### src/hw/gsn_pkg.sv
// package: register map, field positions, packet constants for the pin and notify block
// Contract
// - mode bit 3 clear drives direction pin low while sending; set drives it high
// - upper four pin-mode bits reserved: written zero, read value ignored
// - direction bit 0 makes a general pin input, 1 makes it output
// - pins given to serial functions are neither driven nor reported by direction
// - masked input pin level change raises one interrupt packet; unmasked change none
// - writing 1 to set register drives the output pin high; 0 no effect
// - writing 1 to clear register drives the output pin low; 0 no effect
// - pin status register returns the present level of each general pin
// - custom bit 0 selects normal data width (0) or wide mode (1)
// - custom bit 1 selects 64 or 63 byte packets; class command sets it
// - low latency set automatically below 46921 bps; software may set it above
// - low latency off: hold receive data until 64 bytes or three-character timeout
// - low latency on: forward all buffered bytes at next bulk in request
// - notify enable bits add pin status to the interrupt data high byte
// - packet header: A1, 20, value 0, index 0, length 0002
// - data low bits: overrun, parity, framing, ring, break, dsr, carrier detect
// - vendor high byte: 14 pin5,13 pin4,12 pin3,11 pin0,9 pin2,8 pin1
// - pin-mode codes 011 and 100 give pin5 to transceiver direction control
package gsn_pkg;
  localparam logic [7:0] ADDR_CUSTOM     = 8'h0C;
  localparam logic [7:0] ADDR_LATENCY    = 8'h10;
  localparam logic [7:0] ADDR_NOTIFY_EN  = 8'h18;
  localparam logic [7:0] ADDR_FUNC_SEL   = 8'h20;
  localparam logic [7:0] ADDR_DIRECTION  = 8'h24;
  localparam logic [7:0] ADDR_CHG_MASK   = 8'h28;
  localparam logic [7:0] ADDR_OUT_SET    = 8'h2C;
  localparam logic [7:0] ADDR_OUT_CLEAR  = 8'h30;
  localparam logic [7:0] ADDR_LEVEL_STAT = 8'h34;
  localparam logic [7:0] ADDR_LINE_STAT  = 8'h38;
  localparam int NPIN           = 6;
  localparam int POLARITY_BIT   = 3;
  localparam int WIDE_BIT       = 0;
  localparam int PKT_LIMIT_BIT  = 1;
  localparam int LATENCY_BIT    = 0;
  localparam logic [2:0] MODE_GPIO     = 3'b000;
  localparam logic [2:0] MODE_RTSCTS   = 3'b001;
  localparam logic [2:0] MODE_DTRDSR   = 3'b010;
  localparam logic [2:0] MODE_RS485    = 3'b011;
  localparam logic [2:0] MODE_RS485_AM = 3'b100;
  localparam logic [7:0] REQ_TYPE      = 8'b10100001;
  localparam logic [7:0] NOTIFY_CODE   = 8'h20;
  localparam logic [15:0] W_VALUE      = 16'h0000;
  localparam logic [15:0] W_INDEX      = 16'h0000;
  localparam logic [15:0] W_LENGTH     = 16'h0002;
  localparam logic [3:0] PKT_BYTES     = 4'hA;
  localparam logic [6:0] FULL_PKT      = 7'h40;
  localparam logic [6:0] SHORT_PKT     = 7'h3F;
  localparam int LOW_LAT_BAUD          = 46921;
  localparam int CLK_HZ                = 25000000;
  localparam int CHAR_BITS             = 10;
  localparam int TIMEOUT_CHARS         = 3;
  localparam logic [7:0] RESET_ZERO    = 8'h00;
endpackage

### src/hw/gsn_notify_tx.sv
// serialiser: streams one ten-byte notification packet on the interrupt endpoint
`timescale 1ns/100ps
`default_nettype none
module gsn_notify_tx (
  input  wire logic        clock_i,
  input  wire logic        sys_rst_i,
  input  wire logic        start_i,
  input  wire logic [15:0] data_i,
  input  wire logic        ready_i,
  output logic             busy_o,
  output logic             valid_o,
  output logic [7:0]       byte_o,
  output logic             last_o
);
  logic [3:0]  idx_reg,   idx_next;
  logic        busy_reg,  busy_next;
  logic [15:0] data_reg,  data_next;

  function automatic logic [7:0] pkt_byte(input logic [3:0] i, input logic [15:0] d);
    case (i)
      4'h0:    pkt_byte = gsn_pkg::REQ_TYPE;
      4'h1:    pkt_byte = gsn_pkg::NOTIFY_CODE;
      4'h2:    pkt_byte = gsn_pkg::W_VALUE[7:0];
      4'h3:    pkt_byte = gsn_pkg::W_VALUE[15:8];
      4'h4:    pkt_byte = gsn_pkg::W_INDEX[7:0];
      4'h5:    pkt_byte = gsn_pkg::W_INDEX[15:8];
      4'h6:    pkt_byte = gsn_pkg::W_LENGTH[7:0];
      4'h7:    pkt_byte = gsn_pkg::W_LENGTH[15:8];
      4'h8:    pkt_byte = d[7:0];
      default: pkt_byte = d[15:8];
    endcase
  endfunction

  always_comb begin
    idx_next  = idx_reg;
    busy_next = busy_reg;
    data_next = data_reg;
    if (!busy_reg && start_i) begin
      busy_next = 1'b1;
      idx_next  = 4'h0;
      data_next = data_i;
    end else if (busy_reg && ready_i) begin
      if (idx_reg == gsn_pkg::PKT_BYTES - 4'h1) begin
        busy_next = 1'b0;
      end else begin
        idx_next = idx_reg + 4'h1;
      end
    end
  end

  always_ff @(posedge clock_i) begin
    if (sys_rst_i) begin
      idx_reg  <= 4'h0;
      busy_reg <= 1'b0;
      data_reg <= 16'h0000;
    end else begin
      idx_reg  <= idx_next;
      busy_reg <= busy_next;
      data_reg <= data_next;
    end
  end

  assign busy_o  = busy_reg;
  assign valid_o = busy_reg;
  assign byte_o  = pkt_byte(idx_reg, data_reg);
  assign last_o  = busy_reg && (idx_reg == gsn_pkg::PKT_BYTES - 4'h1);
endmodule
`default_nettype wire

### src/hw/gsn_top.sv
// top: ahb-lite registers, general pins, change notify and receive forwarding gate
//
// Design decision made here: register access over AHB-Lite.
`timescale 1ns/100ps
`default_nettype none
module gsn_top #(
  parameter int unsigned TIMEOUT_CYCLES = 40000
) (
  input  wire logic        clock_i,
  input  wire logic        sys_rst_i,
  input  wire logic        hsel_i,
  input  wire logic [31:0] haddr_i,
  input  wire logic [1:0]  htrans_i,
  input  wire logic        hwrite_i,
  input  wire logic [2:0]  hsize_i,
  input  wire logic [31:0] hwdata_i,
  input  wire logic        hready_i,
  output logic [31:0]      hrdata_o,
  output logic             hreadyout_o,
  output logic             hresp_o,
  input  wire logic [5:0]  aux_pin_n_i,
  output logic [5:0]       aux_pin_n_o,
  output logic [5:0]       aux_pin_n_oe_o,
  input  wire logic        uart_tx_active_i,
  input  wire logic        addr_match_i,
  input  wire logic        serial_rts_i,
  input  wire logic        serial_dtr_i,
  input  wire logic [6:0]  line_state_i,
  input  wire logic        line_error_evt_i,
  input  wire logic        class_cmd_evt_i,
  input  wire logic        slow_baud_i,
  input  wire logic        baud_change_i,
  input  wire logic [8:0]  rx_fifo_count_i,
  input  wire logic        rx_byte_evt_i,
  input  wire logic        bulk_in_req_i,
  output logic             rx_forward_o,
  output logic [6:0]       packet_limit_select_o,
  output logic             wide_mode_o,
  input  wire logic        intr_ready_i,
  output logic             intr_valid_o,
  output logic [7:0]       intr_byte_o,
  output logic             intr_last_o
);
  // bus state
  logic        wr_pend_reg, wr_pend_next;
  logic [7:0]  wr_addr_reg, wr_addr_next;
  logic [31:0] rdata_reg,   rdata_next;
  // control registers
  logic [7:0]  func_sel_reg, func_sel_next;
  logic [5:0]  dir_reg,      dir_next;
  logic [5:0]  mask_reg,     mask_next;
  logic [5:0]  out_reg,      out_next;
  logic [1:0]  custom_reg,   custom_next;
  logic        lat_reg,      lat_next;
  logic [7:0]  notify_en_reg, notify_en_next;
  // pin sampling
  logic [5:0]  pin_s1_reg, pin_s2_reg, pin_prev_reg;
  // outputs
  logic [5:0]  pin_o_reg, pin_o_next;
  logic [5:0]  pin_oe_reg, pin_oe_next;
  logic        fwd_reg, fwd_next;
  // notify queue and timeout
  logic [3:0]  pend_cnt_reg, pend_cnt_next;
  logic [31:0] idle_cnt_reg, idle_cnt_next;
  logic        tx_busy, tx_valid, tx_last;
  logic [7:0]  tx_byte;
  logic        tx_start;
  logic [15:0] notify_data;

  logic        addr_ok;
  logic [5:0]  gpio_own;
  logic [5:0]  chg_evt;
  logic        evt;

  // which pins remain general-purpose under the current function select
  function automatic logic [5:0] gpio_pins(input logic [2:0] m);
    case (m)
      gsn_pkg::MODE_RTSCTS:   gpio_pins = 6'h0F;
      gsn_pkg::MODE_DTRDSR:   gpio_pins = 6'h33;
      gsn_pkg::MODE_RS485,
      gsn_pkg::MODE_RS485_AM: gpio_pins = 6'h1F;
      default:                gpio_pins = 6'h3F;
    endcase
  endfunction

  assign gpio_own = gpio_pins(func_sel_reg[2:0]);
  assign addr_ok  = hsel_i && htrans_i[1] && hready_i;
  assign chg_evt  = (pin_s2_reg ^ pin_prev_reg) & mask_reg & ~dir_reg & gpio_own;
  assign evt      = (|chg_evt) || line_error_evt_i;

  // vendor data field: line state low, enabled pin levels high
  always_comb begin
    notify_data       = 16'h0000;
    notify_data[6:0]  = line_state_i;
    notify_data[8]    = pin_s2_reg[1] & notify_en_reg[0];
    notify_data[9]    = pin_s2_reg[2] & notify_en_reg[1];
    notify_data[11]   = pin_s2_reg[0] & notify_en_reg[3];
    notify_data[12]   = pin_s2_reg[3] & notify_en_reg[4];
    notify_data[13]   = pin_s2_reg[4] & notify_en_reg[5];
    notify_data[14]   = pin_s2_reg[5] & notify_en_reg[6];
  end

  always_comb begin
    wr_pend_next   = 1'b0;
    wr_addr_next   = wr_addr_reg;
    rdata_next     = rdata_reg;
    func_sel_next  = func_sel_reg;
    dir_next       = dir_reg;
    mask_next      = mask_reg;
    out_next       = out_reg;
    custom_next    = custom_reg;
    lat_next       = lat_reg;
    notify_en_next = notify_en_reg;
    if (addr_ok && hwrite_i) begin
      wr_pend_next = 1'b1;
      wr_addr_next = haddr_i[7:0];
    end
    if (wr_pend_reg) begin
      case (wr_addr_reg)
        gsn_pkg::ADDR_CUSTOM:    custom_next = hwdata_i[1:0];
        gsn_pkg::ADDR_LATENCY:   lat_next = hwdata_i[gsn_pkg::LATENCY_BIT];
        gsn_pkg::ADDR_NOTIFY_EN: notify_en_next = hwdata_i[7:0] & 8'h7B;
        gsn_pkg::ADDR_FUNC_SEL:  func_sel_next = {4'h0, hwdata_i[3:0]};
        gsn_pkg::ADDR_DIRECTION: dir_next = hwdata_i[5:0];
        gsn_pkg::ADDR_CHG_MASK:  mask_next = hwdata_i[5:0];
        gsn_pkg::ADDR_OUT_SET:   out_next = out_reg | hwdata_i[5:0];
        gsn_pkg::ADDR_OUT_CLEAR: out_next = out_reg & ~hwdata_i[5:0];
        default:                 out_next = out_reg;
      endcase
    end
    // hardware sets take precedence over a concurrent software write
    if (class_cmd_evt_i) begin
      custom_next[gsn_pkg::PKT_LIMIT_BIT] = 1'b1;
    end
    if (baud_change_i && slow_baud_i) begin
      lat_next = 1'b1;
    end
    // read from the next values: a read right behind a write must see the written word
    if (addr_ok && !hwrite_i) begin
      case (haddr_i[7:0])
        gsn_pkg::ADDR_CUSTOM:     rdata_next = {30'h0, custom_next};
        gsn_pkg::ADDR_LATENCY:    rdata_next = {31'h0, lat_next};
        gsn_pkg::ADDR_NOTIFY_EN:  rdata_next = {24'h0, notify_en_next};
        gsn_pkg::ADDR_FUNC_SEL:   rdata_next = {28'h0, func_sel_next[3:0]};
        gsn_pkg::ADDR_DIRECTION:  rdata_next = {26'h0, dir_next & gpio_pins(func_sel_next[2:0])};
        gsn_pkg::ADDR_CHG_MASK:   rdata_next = {26'h0, mask_next};
        gsn_pkg::ADDR_LEVEL_STAT: rdata_next = {26'h0, pin_s2_reg};
        gsn_pkg::ADDR_LINE_STAT:  rdata_next = {25'h0, line_state_i};
        default:                  rdata_next = 32'h0000_0000;
      endcase
    end
  end

  // pin drive: general output pins, plus pin5 RTS in mode 001, pin3 DTR in mode 010, pin5 transceiver direction in 485 modes
  always_comb begin
    pin_o_next  = out_reg;
    pin_oe_next = dir_reg & gpio_own;
    case (func_sel_reg[2:0])
      gsn_pkg::MODE_RTSCTS: begin
        pin_o_next[5]  = serial_rts_i;
        pin_oe_next[5] = 1'b1;
      end
      gsn_pkg::MODE_DTRDSR: begin
        pin_o_next[3]  = serial_dtr_i;
        pin_oe_next[3] = 1'b1;
      end
      gsn_pkg::MODE_RS485, gsn_pkg::MODE_RS485_AM: begin
        // mode 100 only keys the transceiver once the address has matched
        pin_o_next[5]  = (uart_tx_active_i && (func_sel_reg[2:0] == gsn_pkg::MODE_RS485
                          || addr_match_i)) ~^ func_sel_reg[gsn_pkg::POLARITY_BIT];
        pin_oe_next[5] = 1'b1;
      end
      default: begin
        pin_o_next  = out_reg;
      end
    endcase
  end

  // receive forwarding gate; timeout counts idle time since the last received byte
  always_comb begin
    idle_cnt_next = idle_cnt_reg;
    if (rx_byte_evt_i || rx_fifo_count_i == 9'h000) begin
      idle_cnt_next = 32'h0;
    end else if (idle_cnt_reg < TIMEOUT_CYCLES) begin
      idle_cnt_next = idle_cnt_reg + 32'h1;
    end
    if (lat_reg) begin
      fwd_next = bulk_in_req_i && (rx_fifo_count_i != 9'h000);
    end else begin
      fwd_next = bulk_in_req_i && (rx_fifo_count_i >= 9'(gsn_pkg::FULL_PKT)
                 || (rx_fifo_count_i != 9'h000 && idle_cnt_reg >= TIMEOUT_CYCLES));
    end
  end

  // pending packet counter: an event in the start cycle is still counted
  assign tx_start = !tx_busy && (pend_cnt_reg != 4'h0);
  always_comb begin
    pend_cnt_next = pend_cnt_reg;
    if (evt && !tx_start && pend_cnt_reg != 4'hF) begin
      pend_cnt_next = pend_cnt_reg + 4'h1;
    end else if (!evt && tx_start) begin
      pend_cnt_next = pend_cnt_reg - 4'h1;
    end
  end

  always_ff @(posedge clock_i) begin
    if (sys_rst_i) begin
      wr_pend_reg   <= 1'b0;
      wr_addr_reg   <= 8'h00;
      rdata_reg     <= 32'h0000_0000;
      func_sel_reg  <= gsn_pkg::RESET_ZERO;
      dir_reg       <= 6'h00;
      mask_reg      <= 6'h00;
      out_reg       <= 6'h00;
      custom_reg    <= 2'h0;
      lat_reg       <= 1'b0;
      notify_en_reg <= gsn_pkg::RESET_ZERO;
      pin_s1_reg    <= 6'h00;
      pin_s2_reg    <= 6'h00;
      pin_prev_reg  <= 6'h00;
      pin_o_reg     <= 6'h00;
      pin_oe_reg    <= 6'h00;
      fwd_reg       <= 1'b0;
      pend_cnt_reg  <= 4'h0;
      idle_cnt_reg  <= 32'h0;
    end else begin
      wr_pend_reg   <= wr_pend_next;
      wr_addr_reg   <= wr_addr_next;
      rdata_reg     <= rdata_next;
      func_sel_reg  <= func_sel_next;
      dir_reg       <= dir_next;
      mask_reg      <= mask_next;
      out_reg       <= out_next;
      custom_reg    <= custom_next;
      lat_reg       <= lat_next;
      notify_en_reg <= notify_en_next;
      pin_s1_reg    <= aux_pin_n_i;
      pin_s2_reg    <= pin_s1_reg;
      pin_prev_reg  <= pin_s2_reg;
      pin_o_reg     <= pin_o_next;
      pin_oe_reg    <= pin_oe_next;
      fwd_reg       <= fwd_next;
      pend_cnt_reg  <= pend_cnt_next;
      idle_cnt_reg  <= idle_cnt_next;
    end
  end

  gsn_notify_tx u_notify (
    .clock_i   (clock_i),
    .sys_rst_i (sys_rst_i),
    .start_i   (tx_start),
    .data_i    (notify_data),
    .ready_i   (intr_ready_i),
    .busy_o    (tx_busy),
    .valid_o   (tx_valid),
    .byte_o    (tx_byte),
    .last_o    (tx_last)
  );

  // outputs from flip-flops, except constant hreadyout_o and hresp_o; notify stream comes from the serialiser registers
  assign hrdata_o              = rdata_reg;
  assign hreadyout_o           = 1'b1;
  assign hresp_o               = 1'b0;
  assign aux_pin_n_o           = pin_o_reg;
  assign aux_pin_n_oe_o        = pin_oe_reg;
  assign rx_forward_o          = fwd_reg;
  assign wide_mode_o           = custom_reg[gsn_pkg::WIDE_BIT];
  assign packet_limit_select_o = custom_reg[gsn_pkg::PKT_LIMIT_BIT] ? gsn_pkg::SHORT_PKT
                                                                   : gsn_pkg::FULL_PKT;
  assign intr_valid_o          = tx_valid;
  assign intr_byte_o           = tx_byte;
  assign intr_last_o           = tx_last;
endmodule
`default_nettype wire

### config.mk
export PLATFORM = sky130hd
export DESIGN_NAME = gsn_top
export DESIGN_NICKNAME = d
export VERILOG_FILES = /design/src/hw/gsn_pkg.sv /design/src/hw/gsn_notify_tx.sv /design/src/hw/gsn_top.sv
export SDC_FILE = /design/constraint.sdc
export NUM_CORES = 1
export LEC_CHECK = 0
export BUFFER_PORTS_ARGS = -buffer_cell sky130_fd_sc_hd__clkbuf_2
export CORE_MARGIN = 2
export CORE_UTILIZATION = 25
export CTS_CLUSTER_SIZE = 40
export DETAILED_ROUTE_END_ITERATION = 6
export PLACE_DENSITY = 0.5
export SETUP_SLACK_MARGIN = 0.2
export SYNTH_ARGS = -nofsm -noshare
export SYNTH_HDL_FRONTEND = slang
export SYNTH_SLANG_ARGS = --single-unit
### constraint.sdc
create_clock -name clock_i -period 4.02 [get_ports clock_i]
set_input_delay 0.804 -clock clock_i [delete_from_list [all_inputs] [get_ports clock_i]]
set_output_delay 0.804 -clock clock_i [all_outputs]
set_load 0.02 [all_outputs]
* Word level (Yosys, flattened, before mapping) *
Index checks and enable logic that the tools add are counted.

word-level totals
  logic and storage cells = 155
  register bits = 159
  bits of input ports = 107
  output and inout bits = 65

operators by class
  add/subtract/negate cells = 4
  mux-type cells = 33
  magnitude comparators = 3
  bitwise gates (word level) = 18
  reductions and logical operators = 42
  eq/ne operators = 34

operators by type and width
  operator                 count
  $eq A8 B6 Y1 const B     10
  $pmux W8 S8              1
  $pmux W8 S5              1
  $and A6 B6 Y6            6
  $mux W6                  6
  $pmux W6 S3              2
  $add A32 B1 Y32 const B  1
  $eq A8 B5 Y1 const B     4
  $ge A32 B16 Y1 const B   1
  $lt A32 B16 Y1 const B   1
  $eq A4 B3 Y1 const B     4
  $eq A8 B4 Y1 const B     2
  $logic_and A1 B1 Y1      16
  $mux W4                  4
  $mux W8                  2
  $eq A3 B2 Y1 const B     4
  $mux W1                  12
  $not A6 Y6               2
  $pmux W6 S2              1
  $ge A9 B7 Y1 const B     1
  $logic_not A9 Y1         1
  $reduce_bool A9 Y1       1
  $add A4 B1 Y4 const B    2
  $eq A4 B2 Y1 const B     2
  24 further kinds         47

* Depth between registers and ports, before layout *
Gate-level depths: netlist of run 1.

  word-level depth = 10
  depth in mapped cells = 10
  gate-level depth less buffers = 9

* Hierarchy *
From an unflattened synthesis of run 1, not the netlist that was laid out.

unflattened totals
  cell total of the unflattened synthesis = 705
  area total of the unflattened synthesis = 6,174.7 µm²

modules (own cells, without submodules)
  module         sequential area each (µm²)  cells an instance  instances  area an instance (µm²)
  gsn_top        2,342.2                     579                1          5,157.4
  gsn_notify_tx  420.4                       126                1          1,017.2

* Worst setup path before layout of run 1 *
OpenSTA, ideal clock, no wires.

  path kind = input to register
  from = in line_error_evt_i
  to = reg pend_cnt_reg[3]
  path buffers = 0
  stages on the path = 8
  setup time = 0.121 ns
  data arrival time = 2.941 ns
  slack = 0.958 ns
  required time = 3.899 ns
  cell sequence = a221o_1 -> a311o_1 -> o21ai_0 -> ha_1 -> a21o_1 -> a21oi_1 -> mux2_4 -> mux2_4

on the way
  cells in the longest elaborated chain, start to end = 4
  elaborated cells between the ends (all ways) = 7
  classes of those cells = mux (1); reduce/logical (6)

ends and longest elaborated chain
  item                                                     line                            source
  start: declaration                                       gsn_top.sv:29                   input wire logic line_error_evt_i,
  $logic_or A1 B1 Y1 *                                     gsn_top.sv:89                   assign evt = (|chg_evt) || line_error_evt_i;
  $logic_and A1 B1 Y1 or $logic_not A1 Y1 (tied branches)  gsn_top.sv:199, gsn_top.sv:201
  $logic_and A1 B1 Y1 (on tied branches)                   gsn_top.sv:199, gsn_top.sv:201
  $mux W4 or $reduce_bool A2 Y1 (tied branches)            --
  end signal: assignment                                   gsn_top.sv:243                  pend_cnt_reg <= pend_cnt_next;
  end: declaration                                         gsn_top.sv:63                   logic [3:0] pend_cnt_reg, pend_cnt_next;

Every way passes the cells marked *; elsewhere a longest branch is shown, timed or not.
A chain may end at the register's enable or synchronous reset.

* Final worst setup path of run 1 *
  from = reg func_sel_reg[0]
  to = reg pend_cnt_reg[3]

on the way
  cells in the longest elaborated chain, start to end = 9
  elaborated cells between the ends (all ways) = 15
  classes of those cells = eq/ne (4); mux (2); bitwise (1); reduce/logical (8)

ends and longest elaborated chain
  item                                                     line                            source
  start: declaration                                       gsn_top.sv:49                   logic [7:0] func_sel_reg, func_sel_next;
  start signal: assignment                                 gsn_top.sv:211                  func_sel_reg <= gsn_pkg::RESET_ZERO;
  start signal: assignment                                 gsn_top.sv:230                  func_sel_reg <= func_sel_next;
  $eq A3 B2 Y1 or $eq A3 B3 Y1 (tied branches)             gsn_top.sv:77                   case (m)
  $reduce_or A2 Y1                                         gsn_top.sv:77
  $pmux W6 S3 *                                            gsn_top.sv:77
  $and A6 B6 Y6 *                                          gsn_top.sv:88                   assign chg_evt = (pin_s2_reg ^ pin_prev_reg) & mask_reg & ~dir_reg & gpio_own;
  $reduce_or A6 Y1 *                                       gsn_top.sv:89
  $logic_or A1 B1 Y1 *                                     gsn_top.sv:89
  $logic_and A1 B1 Y1 or $logic_not A1 Y1 (tied branches)  gsn_top.sv:199, gsn_top.sv:201
  $logic_and A1 B1 Y1 (on tied branches)                   gsn_top.sv:199, gsn_top.sv:201
  $mux W4 or $reduce_bool A2 Y1 (tied branches)            --

Marks and branches as above.

==> results of run 1 <==
## per-layer routing
metal	part of all wire (%)	up-vias
met2	46	84
met4	1.2	0
met5	0	-
met3	3.7	12
met1	49	2225
li1	-	2510
## worst max-delay path: stages, from the launching register on
cell and delay [ns]:
dfxtp_1 0.48, nor3b_1 0.33, nor4b_1 0.11, a311o_1 0.38, o21ai_0 0.15, buf_4 0.16, ha_1 0.22, a21o_1 0.18
a21oi_1 0.21, mux2_4 0.33, mux2_4 0.29
## power breakdown
part / internal (mW) / total, mW / leakage [nW] / switching (mW)
Sequential: 1.40 / 1.45 / 1.09 / 0.0528
Combinational: 0.193 / 0.507 / 1.68 / 0.314
Clock: 1.01 / 1.66 / 0.309 / 0.654
## cell families after synthesis
group / synth area share, %
muxes: 6.570
xor gates and xnor gates: 3.337
adders and majority gates: 1.990
AOI/OAI and AO/OA: 9.845
buffers and inverters: 6.591
and+or+nand+nor: 26.78
other: 0.1244
DFF: 44.77
## cell type report
cell class | instances | area, sq um
Antenna cell | 1 | 2.502
Timing Repair Buffer | 98 | 508.0
Fill cell | 2519 | 16290
Multi-Input combinational cell | 507 | 3027
Clock inverter | 14 | 185.2
Inverter | 16 | 60.06
Tap cell | 319 | 399.1
Sequential cell | 135 | 2703
Clock buffer | 18 | 439.2
## cells in the final DEF (no fill, tap or decap), drive strengths merged, types with 16 or more instances in the layout
cell type  instances
conb              26
a21oi             40
nand4             16
clkbuf           109
nand2             71
nor2b             33
mux2i             31
nand3             21
nor3              17
inv               23
nor2              86
dfxtp            135
and2              23
## per-stage QoR
step	worst slack [ns]	std cells	cell area, sq um	utilization (%)	power, mW
5_1_grt	0.8731	1107	7321	31.00	3.806
4_1_cts	1.068	1107	7321	31.00	3.674
3_5_place_dp	0.8921	1075	6696	28.36	1.987
6_report	1.091	1108	7323	31.01	3.620
3_3_place_gp	0.9108	1075	6696	28.36	1.982
2_1_floorplan	0.9580	714	6127	-	1.847
## how the worst max path moves through the flow
| stage | start | to | slack (ns) | cells past startpoint |
|---|---|---|---|---|
| after global placement | line_error_evt_i | pend_cnt_reg[3] | 0.91 | 10 |
| after CTS | func_sel_reg[0] | pend_cnt_reg[3] | 1.07 | 10 |
| after detailed placement | line_error_evt_i | pend_cnt_reg[3] | 0.89 | 10 |
| final | func_sel_reg[0] | pend_cnt_reg[3] | 1.09 | 10 |
| after global routing | func_sel_reg[0] | pend_cnt_reg[3] | 0.87 | 10 |
| after floorplan | line_error_evt_i | pend_cnt_reg[3] | 0.96 | 8 |
==> results.md, run 1 <==
* Vias/cell at 4.360
* DR iter-0 viols at 200
* Critical path class: reg2reg
* Nets@finish at 891
* Number of global-route vias before repair at 4643
* Starting Density at 25.57%
* GRT overflow at 0
* Met1 Track Usage GR at 17.21%
* Gr busiest metal: met2
* Initial antenna violation count at 1
* Clock tree buffer depth at 2
* Critical path data required time at 4.33 ns
* Unrepaired setup endpoints after global routing: no
* Fin. Hold Viols at 0
* IO Pins at 172
* Placer Congestion at 0.7914
* Layout Area Growth over Synthesis at 21.31%
* Worst r2r src: func_sel_reg[0]
* First-pass GRT wire length at 25.65 mm
* Fmax at 341.4 MHz
* Fin. max-slew vios at 0
* Worst Path Max Fanout at 9
* Crit path DAT at 3.24 ns
* Router iterations before antenna repair at 4
* Cells after Synth at 690
* DRC at 0
* Minimum clock period at 2.929 ns
* Post-CTS sizing at 0
* Row Count at 56
* Hold worst-path end: pin_s2_reg[0]
* Hold path start: pin_s1_reg[0]
* Clk slew on worst S/H paths at 0.07 ns
* Top-area cell type share of the netlist area at 44.77%
* R2r worst-path depth at 10
* Die ar. at 0.02541 sq mm
* Outcome: complete, no violations
* Setup violators final at 0
* Share of cells above drive strength 1 at 18.02%
* Detail Route Antenna Nets at 0
* Number of clock sinks at 135
* Avg Inst Size Synth at 8.749 sq um
* MaxCap Viol Count at 0
* Sequential-to-total area share from yosys stat at 44.77%
* VDD IR-drop max at 222.9 uV
* Pwr Density at 494.4 mW/mm^2
* Synth area leader: dfxtp_1
* Largest cells by area after synthesis: dfxtp_1 45%, nor2_1 5.3%, mux2i_1 5.1%, nand2_1 4.4%, buf_4 4.1%
* Final TNS setup at 0 ns
* DR WL/cell at 14.28 microns
* Clock skew at 0.01114 ns
* Critical path startpoint category: register
* DR vias at 4831
* Hold-fix buffers, CTS at 0
* GR met3 Demand/Resource at 2.943%
* Post-CTS Setup Inserts at 0
* Final period util at 72.86%
* H-tree levels at 4
* Hold slack at 0.4359 ns
* Die height at 159.4 microns
* WL final at 15.82 mm
* Ys flop type: dfxtp_1
* Largest net degree at the start of global routing at 53
* Synth cell types at 61
* Crit Reg-Reg Endpoint: pend_cnt_reg[3]
* Root buffer cell: clkbuf_16
* CTS buffer count at 17
* CTS tree: yes
* Post-DP HPWL at 11.63 mm
* GRT Util Overall at 12.82%
* Synthesized area at 0.006037 sq mm
* Port bufs at 92
* Top-count cell post-synth: dfxtp_1
* Core area at 0.02361 sq mm
* Worst Setup End Kind: register
* Asr flop ratio synth at 0%
* Met2 global-route usage at 20.16%
* Synth Register Bits at 135
* Max FFs per register at 32
* Clk_lat worst skew at 0.42 ns
* Top cells by count, synth: 135 x dfxtp_1, 86 x nor2_1, 71 x nand2_1, 40 x a21oi_1
* Hold crit path type: reg2reg
* Max_slew headroom at 44.71%
* Worst slew pin tran at 0.8293 ns
* Total leakage power at 3.081 nW
* EDFF count, synth at 0
* Die Wd at 159.4 microns
* Synth warn at 0
* Worst hold path depth at 1
* R2r setup slk at 1.09 ns
Power figures use the tool's default switching activity.
==> run 2, diff against run 1 <==
Settings changed: ABC_AREA set to 1, PLACE_DENSITY 0.5 to 0.51.
Clock period 4.02 ns to 2.57 ns, I/O delays scaled along.
==> results.md, run 2 <==
* Outcome: finished, violations left
* Failing checks: negative setup slack
* Critical path data required time at 2.06 ns (-2.27 ns)
* Worst slew pin tran at 0.7113 ns (-0.1180 ns)
* Row Count at 58 (+3.6%)
* Worst Path Max Fanout at 4 (-5)
* Largest net degree at the start of global routing at 33 (-38%)
* Synth cell types at 40 (-34%)
* Worst Setup End Kind: output port
* WL final at 17.50 mm (+11%)
* Setup violators final at 4 (+4)
* DRC at 0 (unchanged)
* DR vias at 5834 (+21%)
* WP buf/inv at 3 (+2)
* Layout Area Growth over Synthesis at 25.69%
* Synth Register Bits at 135 (unchanged)
* Top cells by count, synth: 199 x nand2_1, 149 x nor2_1, 135 x dfxtp_1, 128 x inv_1, 83 x nand3_1
* Most frequent cells in the layout: 196 x nand2_1, 147 x nor2_1, 132 x dfxtp_1
* Clk slew on worst S/H paths at 0.06 ns (about the same)
* Hold slack at 0.2937 ns (-0.1422 ns)
* N_diodes at 0 (-1)
* Fmax at 384.7 MHz
* Final TNS setup at -0.07143 ns (-0.07143 ns)
* Core area at 0.02518 sq mm (+6.6%)
* CP most frequent cell: o21ai_4
* Cells after Synth at 929 (+35%)
* Number of clock sinks at 135 (unchanged)
* Starting Density at 25.51% (-0.058 points)
* Number of global-route vias before repair at 5467 (+18%)
* CP cell instances: buf_6 > ha_4 > or4_4 > o21ai_4 > inv_4 > o21ai_4 > clkbuf_8
* Crit-path max cell delay at 0.54 ns (+0.06 ns)
* Placer Congestion at 0.8255 (+4.3%)
* Initial antenna violation count at 0 (-1)
* Minimum clock period at 2.599 ns
* Root buffer cell: clkbuf_16
* Clk_lat worst skew at 0.42 ns (about the same)
* Fin worst setup slack at -0.02939 ns (-1.121 ns)
* Post-placement cell area at 0.007157 sq mm (+6.9%)
* Avg Inst Size Synth at 6.915 sq um (-21%)
* MaxCap Viol Count at 0 (unchanged)
* Synth warn at 0 (unchanged)
* Overall Power at 5.842 mW (+61%)
* Vias/cell at 4.255 (-2.4%)
* CTS tree: yes
* Die height at 164.3 microns (+3.1%)
* Router iterations before antenna repair at 6 (+2)
* Fin. max-slew vios at 0 (unchanged)
* Max_slew headroom at 52.40% (+7.7 points)
* Synth area leader: dfxtp_1
* Max stage delay cell, worst path: or4_4
* IO Pins at 172 (unchanged)
* Die ar. at 0.02699 sq mm (+6.2%)
* Nets@finish at 1144 (+28%)
* Fin. Hold Viols at 0 (unchanged)
* Hold crit path type: in2reg
* VDD IR-drop max at 400.3 uV (+80%)
* Crit path DAT at 2.09 ns (-1.15 ns)
* Ys flop type: dfxtp_1
* Share of cells above drive strength 1 at 18.44% (+0.42 points)
* Synthesized area at 0.006424 sq mm (+6.4%)
* Top-area cell type share of the netlist area at 42.07% (-2.7 points)
* DR iter-0 viols at 250 (+25%)
* Final core occ at 32.06% (+1.0 points)
* Critical path class: reg2out
* Clock skew at 0.009633 ns (-0.001511 ns)
* Total leakage power at 3.489 nW (+13%)
* Sequential-to-total area share from yosys stat at 42.07% (-2.7 points)
* Detail Route Antenna Nets at 0 (unchanged)
* Clock tree buffer depth at 2 (unchanged)
* Die Wd at 164.3 microns (+3.1%)
* Largest cells by area after synthesis: dfxtp_1 42%, nand2_1 12%, nor2_1 8.7%, inv_1 7.5%, nand3_1 6.5%
* EDFF count, synth at 0 (unchanged)
* Port bufs at 92 (unchanged)
* Unrepaired setup endpoints after global routing: yes
* Asr flop ratio synth at 0% (unchanged)
* Top-count cell post-synth: nand2_1
* DR WL/cell at 12.77 microns (-11%)
* Post-route cell area at 0.008074 sq mm (+10%)
* Critical path's top delay family: simple AND/OR/NAND/NOR gates
* Pwr Density at 723.6 mW/mm^2 (+46%)
* Post-DP HPWL at 13.23 mm (+14%)
* CTS buffer count at 17 (unchanged)
* Final period util at 101.1%
* GRT Util Overall at 13.27% (+0.46 points)
* First-pass GRT wire length at 27.76 mm (+8.2%)
* H-tree levels at 4 (unchanged)
* Most common cell after layout, fill and taps aside: nand2_1
* GRT overflow at 0 (unchanged)
* Max FFs per register at 32 (unchanged)
* Critical path startpoint category: register
-- run 2: cell count changes in the layout (fill, tap and decap cells not counted), moves of 24 or more --
| cell | change |
|---|---|
| inv_1 | +108 |
| nor2b_1 | -33 |
| nand2_1 | +125 |
| mux2i_1 | -31 |
| o21ai_0 | +24 |
| nor2_1 | +61 |
| nand3_1 | +57 |
-- run 2: where the power goes --
group / leakage (nW) / internal, mW / switching [mW] / total [mW]
Clock: 0.311 / 1.73 / 0.971 / 2.70
Sequential: 1.10 / 2.20 / 0.0853 / 2.29
Combinational: 2.08 / 0.304 / 0.547 / 0.850
Total: 3.49 / 4.24 / 1.60 / 5.84
-- run 2: timing repair --
item | 4_1_cts | 5_1_grt
cloned | 0 | 0
resized for setup | 39 | 25
endpoints found under the setup margin | 6 | 7
hold endpoints to repair | 0 | 0
hold buffers | 0 | 0
pin swaps | 2 | 2
buffers inserted | 0 | 2
-- run 2: path summary, 6_finish.rpt --
check / endpoint / startpoint / slack (ns) / cells past startpoint
setup / recovery: intr_byte_o[6] / u_notify.idx_reg[0] / -0.03 / 7
hold / removal: pin_s1_reg[3] / aux_pin_n_i[3] / 0.29 / 3
setup reg to reg: pend_cnt_reg[3] / func_sel_reg[0] / 0.50 / 16
hold reg to reg: pin_s2_reg[4] / pin_s1_reg[4] / 0.40 / 2
-- run 2: layer usage --
layer	GRT usage, %	share of wire (%)	up-vias
met3	2.904	4.0	16
met4	3.708	0.98	0
li1	-	-	3063
met1	16.54	45	2635
met5	0	0	-
met2	22.97	50	120
-- run 2: through the flow --
stage	instances	setup slack, ns
3_5_place_dp	1337	0.1060
5_1_grt	1371	-0.09803
3_3_place_gp	1337	0.1426
4_1_cts	1369	-0.04822
2_1_floorplan	953	0.1978
6_report	1371	-0.02939
-- run 2: cells by family (layout without fill, tap and decap cells) --
group           count (synthesis)  in the layout  synth area share (%)
simple gates                  481            481                 32.37
compound gates                101            101                 8.395
other cells                     2             26                0.1169
xor+xnor                       18             18                 2.454
fa+ha+maj                       9              9                 1.870
flops                         135            135                 42.07
buf+inv                       183            271                 12.72
-- run 2: area by class of cell --
| type | instances | area (sq um) |
|---|---|---|
| Clock inverter | 14 | 222.7 |
| Tap cell | 330 | 412.9 |
| Multi-Input combinational cell | 635 | 3171 |
| Sequential cell | 135 | 2709 |
| Fill cell | 2746 | 17110 |
| Timing Repair Buffer | 105 | 620.6 |
| Clock buffer | 18 | 429.2 |
| Inverter | 134 | 509.2 |
-- run 2: tightest hold or removal path, stage by stage --
cell and delay, ns:
clkbuf_2 0.08, inv_1 0.05, nor2_1 0.03
